===== src/rtl/mtm_pkg.sv =====
package mtm_pkg;

    // register byte offsets on the avalon slave
    localparam logic [4:0] OFS_STAT_CTRL = 5'h00;
    localparam logic [4:0] OFS_CLK_CFG   = 5'h04;
    localparam logic [4:0] OFS_COUNT     = 5'h08;
    localparam logic [4:0] OFS_MODULO    = 5'h0c;
    localparam logic [4:0] OFS_IRQ_STAT  = 5'h10;
    localparam logic [4:0] OFS_IRQ_MASK  = 5'h14;

    // status and control bit positions
    localparam int STC_OVF_BIT    = 7;
    localparam int STC_IRQ_EN_BIT = 6;
    localparam int STC_RST_BIT    = 5;
    localparam int STC_HALT_BIT   = 4;

    // clock configuration field positions
    localparam int CFG_SRC_LSB = 4;
    localparam int CFG_PS_LSB  = 0;

    // interrupt status and mask bit position
    localparam int IRQ_OVF_BIT = 0;

    // values after reset
    localparam logic [7:0] COUNT_RST  = 8'h00;
    localparam logic [7:0] MODULO_RST = 8'h00;
    localparam logic       HALT_RST   = 1'b1;
    localparam logic       IRQ_EN_RST = 1'b0;
    localparam logic [2:0] PS_RST     = 3'h0;

    // modulo of zero selects the full 8-bit range
    localparam logic [7:0] ZERO_MODULO = 8'h00;
    localparam logic [7:0] FULL_RANGE  = 8'hff;

    // top prescale code divides by 256, others by two to the code
    localparam logic [2:0] PS_SEL_TOP  = 3'h7;
    localparam logic [7:0] PS_TERM_TOP = 8'hff;

    // answer to an unmapped read
    localparam logic [31:0] UNMAPPED_RD = 32'h0000_0000;

    // count clock sources
    typedef enum logic [1:0] {
        SRC_BUS,
        SRC_FIXED,
        SRC_EXT_RISE,
        SRC_EXT_FALL
    } mtm_src_e;

    localparam mtm_src_e SRC_RST = SRC_BUS;

endpackage


===== src/rtl/mtm_prescaler.sv =====
`timescale 1ns/1ns
`default_nettype none

module mtm_prescaler (
    // clock and reset
    input  wire logic       clk_sys_i,
    input  wire logic       arst_n_i,
    // source ticks and control
    input  wire logic       tick_i,
    input  wire logic       clr_i,
    input  wire logic [2:0] sel_i,
    // divided tick
    output logic            tick_o
);

    typedef struct packed {
        logic [7:0] cnt;
    } mtm_pre_s;

    mtm_pre_s   s_q;
    mtm_pre_s   s_d;
    logic [7:0] term;

    // last count of the division period for the selected ratio
    always_comb begin
        if (sel_i == mtm_pkg::PS_SEL_TOP) begin
            term = mtm_pkg::PS_TERM_TOP;
        end else begin
            term = (8'h01 << sel_i) - 8'h01;
        end
    end

    // divide source ticks, a clear restarts the period
    // a count already past a newly chosen shorter period ends it at once
    always_comb begin
        s_d    = s_q;
        tick_o = 1'b0;
        if (clr_i) begin
            s_d.cnt = 8'h00;
        end else if (tick_i) begin
            if (s_q.cnt >= term) begin
                s_d.cnt = 8'h00;
                tick_o  = 1'b1;
            end else begin
                s_d.cnt = s_q.cnt + 8'h01;
            end
        end
    end

    always_ff @(posedge clk_sys_i or negedge arst_n_i) begin
        if (!arst_n_i) begin
            s_q <= '0;
        end else begin
            s_q <= s_d;
        end
    end
endmodule

`default_nettype wire


===== src/rtl/mtm_timer.sv =====
`timescale 1ns/1ns
`default_nettype none

// Notes on behaviour
// - count source: bus, fixed, external rise, fall
// - prescaler divides by 1..64 or 256
// - overflow at modulo, zero modulo means 0xff
// - wrap one count after reaching modulo
// - overflow flag sets as count becomes zero
// - enabled overflow flag raises the interrupt
// - firmware resets and stops the counter
// - count register reads the present count
module mtm_timer #(
    parameter int AW = 5
) (
    // clock and reset
    input  wire logic          clk_sys_i,
    input  wire logic          arst_n_i,
    // avalon-mm slave
    input  wire logic [AW-1:0] avs_address_i,
    input  wire logic          avs_read_i,
    input  wire logic          avs_write_i,
    input  wire logic [31:0]   avs_writedata_i,
    input  wire logic [3:0]    avs_byteenable_i,
    output logic      [31:0]   avs_readdata_o,
    output logic               avs_waitrequest_o,
    // count clock inputs
    input  wire logic          fixed_clk_i,
    input  wire logic          ext_ref_i,
    // interrupt
    output logic               irq_o
);

    typedef struct packed {
        logic [7:0]         cnt;
        logic [7:0]         modulo;
        mtm_pkg::mtm_src_e  src;
        logic [2:0]         ps;
        logic               overflow_flag;
        logic               overflow_irq_enable;
        logic               counter_halt_bit;
        logic               clr_armed;
        logic               irq_stat;
        logic               irq_mask;
        logic               fixed_prev;
        logic               ext_prev;
        logic               wreq;
        logic [31:0]        rdata;
        logic               irq;
    } mtm_state_s;

    mtm_state_s  s_q;
    mtm_state_s  s_d;

    logic [4:0]  addr;
    logic        req;
    logic        done;
    logic        wr_lane0;
    logic        rst_wr;
    logic        src_tick;
    logic        pre_in;
    logic        ptick;
    logic        ovf;
    logic [7:0]  limit;
    logic [31:0] rd_mux;

    // low address bits select the word, upper bits are ignored
    assign addr = avs_address_i[4:0];

    // a request completes in the cycle that waitrequest is low
    assign req  = avs_read_i | avs_write_i;
    assign done = req & ~s_q.wreq;

    // only the low byte lane carries register data
    assign wr_lane0 = done & avs_write_i & avs_byteenable_i[0];

    // counter reset request from a status and control write
    assign rst_wr = wr_lane0 && addr == mtm_pkg::OFS_STAT_CTRL
                    && avs_writedata_i[mtm_pkg::STC_RST_BIT];

    // overflow limit, zero modulo runs over the full range
    assign limit = (s_q.modulo == mtm_pkg::ZERO_MODULO)
                   ? mtm_pkg::FULL_RANGE : s_q.modulo;

    // pick the count clock and detect the chosen edge
    always_comb begin
        unique case (s_q.src)
            mtm_pkg::SRC_BUS:      src_tick = 1'b1;
            mtm_pkg::SRC_FIXED:    src_tick = fixed_clk_i & ~s_q.fixed_prev;
            mtm_pkg::SRC_EXT_RISE: src_tick = ext_ref_i & ~s_q.ext_prev;
            mtm_pkg::SRC_EXT_FALL: src_tick = ~ext_ref_i & s_q.ext_prev;
        endcase
    end

    // a halted timer feeds no ticks, so the prescaler also holds
    assign pre_in = src_tick & ~s_q.counter_halt_bit;

    mtm_prescaler u_prescaler (
        .clk_sys_i (clk_sys_i),
        .arst_n_i  (arst_n_i),
        .tick_i    (pre_in),
        .clr_i     (rst_wr),
        .sel_i     (s_q.ps),
        .tick_o    (ptick)
    );

    // read data multiplexer, unmapped words read as zero
    always_comb begin
        rd_mux = mtm_pkg::UNMAPPED_RD;
        unique case (addr)
            mtm_pkg::OFS_STAT_CTRL: begin
                rd_mux[mtm_pkg::STC_OVF_BIT]    = s_q.overflow_flag;
                rd_mux[mtm_pkg::STC_IRQ_EN_BIT] = s_q.overflow_irq_enable;
                rd_mux[mtm_pkg::STC_HALT_BIT]   = s_q.counter_halt_bit;
            end
            mtm_pkg::OFS_CLK_CFG: begin
                rd_mux[mtm_pkg::CFG_SRC_LSB +: 2] = s_q.src;
                rd_mux[mtm_pkg::CFG_PS_LSB +: 3]  = s_q.ps;
            end
            mtm_pkg::OFS_COUNT: begin
                rd_mux[7:0] = s_q.cnt;
            end
            mtm_pkg::OFS_MODULO: begin
                rd_mux[7:0] = s_q.modulo;
            end
            mtm_pkg::OFS_IRQ_STAT: begin
                rd_mux[mtm_pkg::IRQ_OVF_BIT] = s_q.irq_stat;
            end
            mtm_pkg::OFS_IRQ_MASK: begin
                rd_mux[mtm_pkg::IRQ_OVF_BIT] = s_q.irq_mask;
            end
            default: begin
                rd_mux = mtm_pkg::UNMAPPED_RD;
            end
        endcase
    end

    // next state: counting, bus handshake, register writes, flags
    always_comb begin
        s_d = s_q;
        ovf = 1'b0;

        // history for edge detection of the sampled clock inputs
        s_d.fixed_prev = fixed_clk_i;
        s_d.ext_prev   = ext_ref_i;

        // count on each prescaled tick, wrap one tick after the limit
        if (ptick) begin
            if (s_q.cnt == limit) begin
                s_d.cnt = 8'h00;
                ovf     = 1'b1;
            end else begin
                s_d.cnt = s_q.cnt + 8'h01;
            end
        end

        // one wait cycle per request, read data captured meanwhile
        if (req && s_q.wreq) begin
            s_d.wreq  = 1'b0;
            s_d.rdata = rd_mux;
        end else begin
            s_d.wreq  = 1'b1;
        end

        // reading the status with the flag set arms its clear
        if (done && avs_read_i && addr == mtm_pkg::OFS_STAT_CTRL
            && s_q.overflow_flag) begin
            s_d.clr_armed = 1'b1;
        end

        // register writes take effect at the completing edge
        if (wr_lane0) begin
            unique case (addr)
                mtm_pkg::OFS_STAT_CTRL: begin
                    s_d.overflow_irq_enable =
                        avs_writedata_i[mtm_pkg::STC_IRQ_EN_BIT];
                    s_d.counter_halt_bit =
                        avs_writedata_i[mtm_pkg::STC_HALT_BIT];
                    if (!avs_writedata_i[mtm_pkg::STC_OVF_BIT] && s_q.clr_armed) begin
                        s_d.overflow_flag = 1'b0;
                        s_d.clr_armed     = 1'b0;
                    end
                    if (avs_writedata_i[mtm_pkg::STC_RST_BIT]) begin
                        s_d.cnt           = mtm_pkg::COUNT_RST;
                        s_d.overflow_flag = 1'b0;
                        s_d.clr_armed     = 1'b0;
                    end
                end
                mtm_pkg::OFS_CLK_CFG: begin
                    s_d.src = mtm_pkg::mtm_src_e'(
                        avs_writedata_i[mtm_pkg::CFG_SRC_LSB +: 2]);
                    s_d.ps  = avs_writedata_i[mtm_pkg::CFG_PS_LSB +: 3];
                end
                mtm_pkg::OFS_MODULO: begin
                    s_d.modulo = avs_writedata_i[7:0];
                end
                mtm_pkg::OFS_IRQ_STAT: begin
                    if (avs_writedata_i[mtm_pkg::IRQ_OVF_BIT]) begin
                        s_d.irq_stat = 1'b0;
                    end
                end
                mtm_pkg::OFS_IRQ_MASK: begin
                    s_d.irq_mask = avs_writedata_i[mtm_pkg::IRQ_OVF_BIT];
                end
                default: begin
                    s_d.irq_mask = s_q.irq_mask;
                end
            endcase
        end

        // an overflow in the clearing cycle still sets the flags
        if (ovf) begin
            s_d.overflow_flag = 1'b1;
            s_d.irq_stat      = 1'b1;
        end

        // interrupt level from the flag enable and the sticky mask pair
        s_d.irq = (s_d.overflow_flag & s_d.overflow_irq_enable)
                  | (s_d.irq_stat & s_d.irq_mask);
    end

    // state register with reset values
    always_ff @(posedge clk_sys_i or negedge arst_n_i) begin
        if (!arst_n_i) begin
            s_q                     <= '0;
            s_q.cnt                 <= mtm_pkg::COUNT_RST;
            s_q.modulo              <= mtm_pkg::MODULO_RST;
            s_q.src                 <= mtm_pkg::SRC_RST;
            s_q.ps                  <= mtm_pkg::PS_RST;
            s_q.overflow_irq_enable <= mtm_pkg::IRQ_EN_RST;
            s_q.counter_halt_bit    <= mtm_pkg::HALT_RST;
            s_q.wreq                <= 1'b1;
        end else begin
            s_q <= s_d;
        end
    end

    // outputs straight from the state register
    assign avs_readdata_o    = s_q.rdata;
    assign avs_waitrequest_o = s_q.wreq;
    assign irq_o             = s_q.irq;
endmodule

`default_nettype wire


===== config.mk =====
export PLATFORM = sky130hd
export DESIGN_NAME = mtm_timer
export DESIGN_NICKNAME = d
export VERILOG_FILES = /design/src/rtl/mtm_pkg.sv /design/src/rtl/mtm_prescaler.sv /design/src/rtl/mtm_timer.sv
export SDC_FILE = /design/constraint.sdc
export NUM_CORES = 1
export LEC_CHECK = 0
export BUFFER_PORTS_ARGS = -buffer_cell sky130_fd_sc_hd__buf_2
export CORE_UTILIZATION = 57
export CTS_BUF_LIST = sky130_fd_sc_hd__clkbuf_8 sky130_fd_sc_hd__clkbuf_16
export CTS_CLUSTER_SIZE = 10
export DETAILED_ROUTE_END_ITERATION = 10
export GPL_ROUTABILITY_DRIVEN = 0
export PLACE_DENSITY = 0.83
export SETUP_SLACK_MARGIN = 0.5
export SKIP_CTS_REPAIR_TIMING = 1
export SLEW_MARGIN = 20
export SYNTH_ARGS = -nofsm -noshare
export SYNTH_HDL_FRONTEND = slang
export SYNTH_SLANG_ARGS = --single-unit

===== constraint.sdc =====
create_clock -name clk_sys_i -period 4.75 [get_ports clk_sys_i]
set_input_delay 0.2375 -clock clk_sys_i [delete_from_list [all_inputs] [get_ports clk_sys_i]]
set_output_delay 0.2375 -clock clk_sys_i [all_outputs]
set_load 0.01 [all_outputs]

---- Yosys cells after proc, flatten, opt, wreduce, memory -nomap -nowiden ----
Index checks and enable logic that the tools add are counted.
word-level totals
  bits in registers ....................... 47
  input bits .............................. 47
  logic and storage cells ................. 98
cells by class
  shift-type cells ........................ 1
  eq/ne operators ......................... 10
  mux-type cells .......................... 36
  add/subtract/negate cells ............... 3
  reductions and logical operators ........ 15
  $lt $le $gt $ge ......................... 1
  bitwise gates (word level) .............. 16
operator list
  operator                                                             count
  8-bit two-way mux                                                    10
  27-bit two-way mux                                                   1
  8-bit by 1-bit adder with 8-bit output (second input constant)       2
  1-bit two-way mux                                                    16
  2-bit one-hot mux with 3 select lines                                2
  5-bit by 4-bit == test with 1-bit output (second input constant)     2
  5-bit == test (second input constant)                                2
  1-bit AND                                                            9
  8-bit == test                                                        1
  8-bit >= comparator                                                  1
  8-bit zero test                                                      1
  1-bit one-hot mux with 4 select lines                                2
  1-bit by 3-bit left shift with 8-bit output (first input constant)   1
  8-bit by 1-bit subtractor with 8-bit output (second input constant)  1
  1-bit logical AND                                                    7
  2-bit AND reduction                                                  3
  5-bit by 3-bit == test with 1-bit output (second input constant)     1
  5-bit zero test                                                      1
  5-bit two-way mux                                                    1
  1-bit NOT                                                            5
  1-bit one-hot mux with 5 select lines                                1
  2-bit == test (second input constant)                                2
  4-bit two-way mux                                                    1
  3-bit == test (second input constant)                                1
  7 further kinds                                                      8

---- Longest topological paths before layout ----
  depth after elaboration ................. 14
  gate-level depth with buffers ........... 15
  depth with buffers taken out ............ 13

---- Hierarchy ----
A second synthesis with hierarchy kept.
unflattened totals
  cells, all modules ...................... 305
  area, all modules ....................... 3,042.9 um^2
modules (own cells, without submodules)
  module         cells each  area each (um^2)  times used
  mtm_timer      214         2,215.9           1
  mtm_prescaler  91          827.0             1

---- Worst setup path after synthesis ----
No wires, ideal clock.
  path type ............................... reg2reg
  start ................................... register s_q[43] (netlist name)
  end ..................................... register s_q[56] (netlist name)
  cell stages (with the launch flop) ...... 15
  path slack .............................. 1.731 ns
  arrival ................................. 2.899 ns
  clock period less this slack ............ 3.019 ns
  library setup time ...................... 0.120 ns
  required time ........................... 4.630 ns
  path buffers ............................ 2
  cell sequence ........................... dfrtp_1 clkbuf_1 nor2_1 nand2_1 ha_1 nor2b_1 a21oi_1 o221ai_1 ha_1 nand2_1 nor3_1 a21oi_1 clkbuf_1 or4_4 and3_1
RTL lines
  item             line             RTL
  start, declared  mtm_timer.sv:52  mtm_state_s s_q;

==> results.md <==
- Seq/Total Area, Yosys: 0.389
- Die Height: between 70 and 80 um
- DIE WIDTH: 74.9 um
- Compound-Gate Fraction of Synth Area: 0.125
- Post-synthesis adder-cell area fraction: 0.0454
- # rows: 26
- Pins over their slew limit: 0
- Vias: about 2300
- Hold crit path type: primary input to register
- WHS Path Cells: 1
- Initial Utilization: 0.594
- Pleak: 1.53 nW
- Critical Setup Path Class: register to register
- Input/output buffers: 29
- Outcome: finished clean
- Vias per cell: approximately 5.6
- Share of cells above drive strength 1: 0.196
- Final TNS setup: 0 ns
- Die Area: roughly 5600 um^2
- Residual DRC: 0
- Drt total wl: a little over 6000 um
- Clock Skew: around 0.0052 ns
- Worst skew pair latency: approximately 0.30 ns
- Fin cells: 407
- Startpoint types: register
- FF+latch count, synth: 47
- Worst Path Max Fanout: 11
- Final setup viols: 0
- Pre-Repair DR Iteration Count: 4
- Clock Sinks: 47
- Syn Area/Cell: 9.47 um^2
- RR Endpoint: s_q[56]$_DFF_PN0_
- CTS H-tree lvls: 2
- Synth async-reset ratio: 1.00
- RSZ-0062 raised after global routing: no
- CTS max path bufs: 2
- Post-route cell area: ~3200 um^2
- Gr ovfl total: 0
- Post-synth top area cell: dfrtp_1
- Cell Pwr Density: slightly above 300 nW/um^2
- Initial antenna violation count: 0
- N_diodes: 0
- Min Clock Period, post-route: ~3.7 ns
- Reg clk slew, reported paths: around 0.080 ns
- Cell Area, Placed: 3060 um^2
- I/O pin cnt: roughly 80
- Logic pwr share: 0.212
- CTS Root Cell: clkbuf_8
- Reg2reg path depth: 12
- Synth top area cells: dfrtp_1 (37%), buf_4 (8.2%), mux2_2 (5.6%), nand2_1 (4.6%), ha_1 (4.5%)
- Switching share of power: 0.296
- Yosys warns: 0
- Clock power share: 0.307
- Final hold vios: 0
- Hold WS: roughly 0.055 ns
- Total global-route track usage: 0.239
- PnR Total Power: 0.000982 W
- Post-Synth Simple-Gate Area: 0.196
- Max_cap viols: 0
- Met3 usage: 0.0455
- Seq pwr share: 0.482
- FF-to-FF Start: s_q[43]$_DFFE_PN0P_
- Share of the synthesized area in the top cell type: 0.371
- Fill count: 433
- Vias in the first global route: 2099
- Main combinational cell family by area after synthesis: simple AND/OR/NAND/NOR gates
- # placed instances: 398
- Core Area: between 5000 and 6000 um^2
- Period Utilization, post-route: 0.773
- Slew HR: 0.448
- Yosys cell types: 62
- Cell Area, Synth: 3030 um^2
- First-pass GRT wire length: 9950 um
- Mux cell area share after synthesis: 0.0830
- Arrival time at the worst endpoint: approximately 3.9 ns
- DRT iter0 DRCs: 202
- Psw: 0.000291 W
- Crit. End Element: register
- GR peak layer: met2
- DP Wirelength: around 4500 um
- Worst-Margin Slew: roughly 0.83 ns
- Post-Synth XOR/XNOR Area: 0.0520
- M1 GR Usage: 0.319
- WP data required: 4.95 ns
- Syn Inst Count: 320
- Top FF cell, synth: dfrtp_1
- CTS tree: yes
- Area Overhead vs Synth: 5.08%
- Max VDD drop: about 0.13 mV
- CTS buffer count: 5
- Flop2flop setup slack: 1.08 ns
- Met2 GRT Util: 0.392
- Power Internal: 0.000691 W
- Hold path endpoint: s_q[35]$_DFF_PN0_
- Pin count of the biggest net entering global routing: 48
- Post-synth EDFFs: 0
- Post-DRT Antenna Nets: 0
- Highest Clock Rate: ~0.27 GHz
- WL per Instance: 14.9 um
- HP Start: fixed_clk_i
- Nets@finish: 394
[cell families (layout without fill, tap and decap cells)]
family / count (synthesis) / count (layout)
AND/OR/NAND/NOR: 111 / 111
adder cells (fa/ha/maj): 11 / 11
buffers and inverters: 52 / 46
multiplexers: 22 / 22
other: 1 / 24
flip-flops: 47 / 47
AO/OA/AOI/OAI: 58 / 58
XOR/XNOR: 18 / 18
[stage by stage]
step | utilization | worst slack [ns]
final | 0.624 | 1.08
after global routing | 0.624 | 0.702
after CTS | 0.621 | 1.06
after detailed placement | 0.598 | 1.07
after global placement | 0.598 | 1.19
after floorplan | - | 1.73
[worst max-delay path, cell delays in order, from the launching register on]
cell and delay, ns:
dfrtp_1 0.50, nor2_1 0.20, nand2_1 0.08, ha_1 0.27
mux2_2 0.28, o22ai_1 0.19, ha_1 0.27, a211oi_1 0.23
o21ai_1 0.10, a21oi_1 0.68, or2_1 0.26, mux2_2 0.34
and3_1 0.16
[metal layers]
metal | vias to the layer above | routed length (um)
li1 | 1107 | -
met1 | 1116 | 2670
met2 | 60 | 3020
met3 | 8 | 283
met4 | 0 | 68
met5 | - | 0
[final cells by class]
| cell class | count | area [um^2] | share of cell area |
|---|---|---|---|
| clock buffers | 6 | 82.6 | 0.0259 |
| clock inverters | 2 | 35.0 | 0.0110 |
| inverters | 7 | 26.3 | 0.00825 |
| multi-input cells | 244 | 1610 | 0.505 |
| flip-flops and latches | 47 | 1180 | 0.370 |
| well taps | 70 | 87.6 | 0.0275 |
| repair buffers | 31 | 165 | 0.0518 |
[cell usage after synthesis, drive strengths merged (2+ instances only)]
master	n
a21boi	3
a21oi	12
a22o	3
a22oi	3
and2	2
and3	6
and3b	2
buf	35
clkbuf	10
dfrtp	45
dfstp	2
ha	11
inv	7
mux2	15
mux2i	6
nand2	37
nand2b	2
nand3	14
nor2	19
nor2b	6
nor3	6
nor4	5
o211ai	3
o21ai	20
o31ai	2
or3	3
or4	2
xnor2	12
xor2	6
[sequential cells by signal, indices dropped and copies added (netlist names)]
| name | count |
|---|---|
| avs_readdata_o | 8 |
| avs_waitrequest_o | 1 |
| irq_o | 1 |
| s_q | 29 |
| u_prescaler.s_q | 8 |
[power groups by stage]
stage          Clock, W  Combinational, W  Sequential, W
4_1_cts        0.000309          0.000207       0.000472
5_1_grt        0.000322          0.000242       0.000480
2_1_floorplan         0          0.000176       0.000464
3_5_place_dp          0          0.000206       0.000480
6_report       0.000301          0.000208       0.000473
3_3_place_gp          0          0.000194       0.000478
[worst max path at each step]
stage | cells after the start | start | end | slack, ns
6_report | 12 | s_q[43]$_DFFE_PN0P_ | s_q[56]$_DFF_PN0_ | 1.08
5_1_grt | 13 | s_q[43]$_DFFE_PN0P_ | s_q[56]$_DFF_PN0_ | 0.70
4_1_cts | 12 | s_q[43]$_DFFE_PN0P_ | s_q[56]$_DFF_PN0_ | 1.06
3_5_place_dp | 12 | s_q[43]$_DFFE_PN0P_ | s_q[56]$_DFF_PN0_ | 1.07
3_3_place_gp | 12 | s_q[43]$_DFFE_PN0P_ | s_q[56]$_DFF_PN0_ | 1.19
2_1_floorplan | 14 | s_q[43]$_DFFE_PN0P_ | s_q[56]$_DFF_PN0_ | 1.73
[layout by cell type (no fill, tap or decap), types with 3 or more instances in the layout]
master / synthesis / layout
a21oi_1: 12 / 12
nor2_1: 18 / 18
xor2_1: 6 / 6
nor4_1: 4 / 4
clkbuf_8: 0 / 6
mux2_2: 15 / 15
nor3_1: 6 / 6
buf_2: 1 / 28
o21ai_1: 8 / 8
a22oi_1: 3 / 3
nand3_1: 13 / 13
nand2_1: 37 / 37
and3_1: 6 / 6
mux2i_1: 6 / 6
nor2b_1: 6 / 6
conb_1: 1 / 24
dfrtp_1: 45 / 45
a21boi_0: 3 / 3
xnor2_1: 12 / 12
or3_1: 3 / 3
inv_1: 6 / 6
o21ai_0: 12 / 12
ha_1: 11 / 11
a22o_1: 3 / 3
No activity file was read; power rests on OpenSTA's default activity.
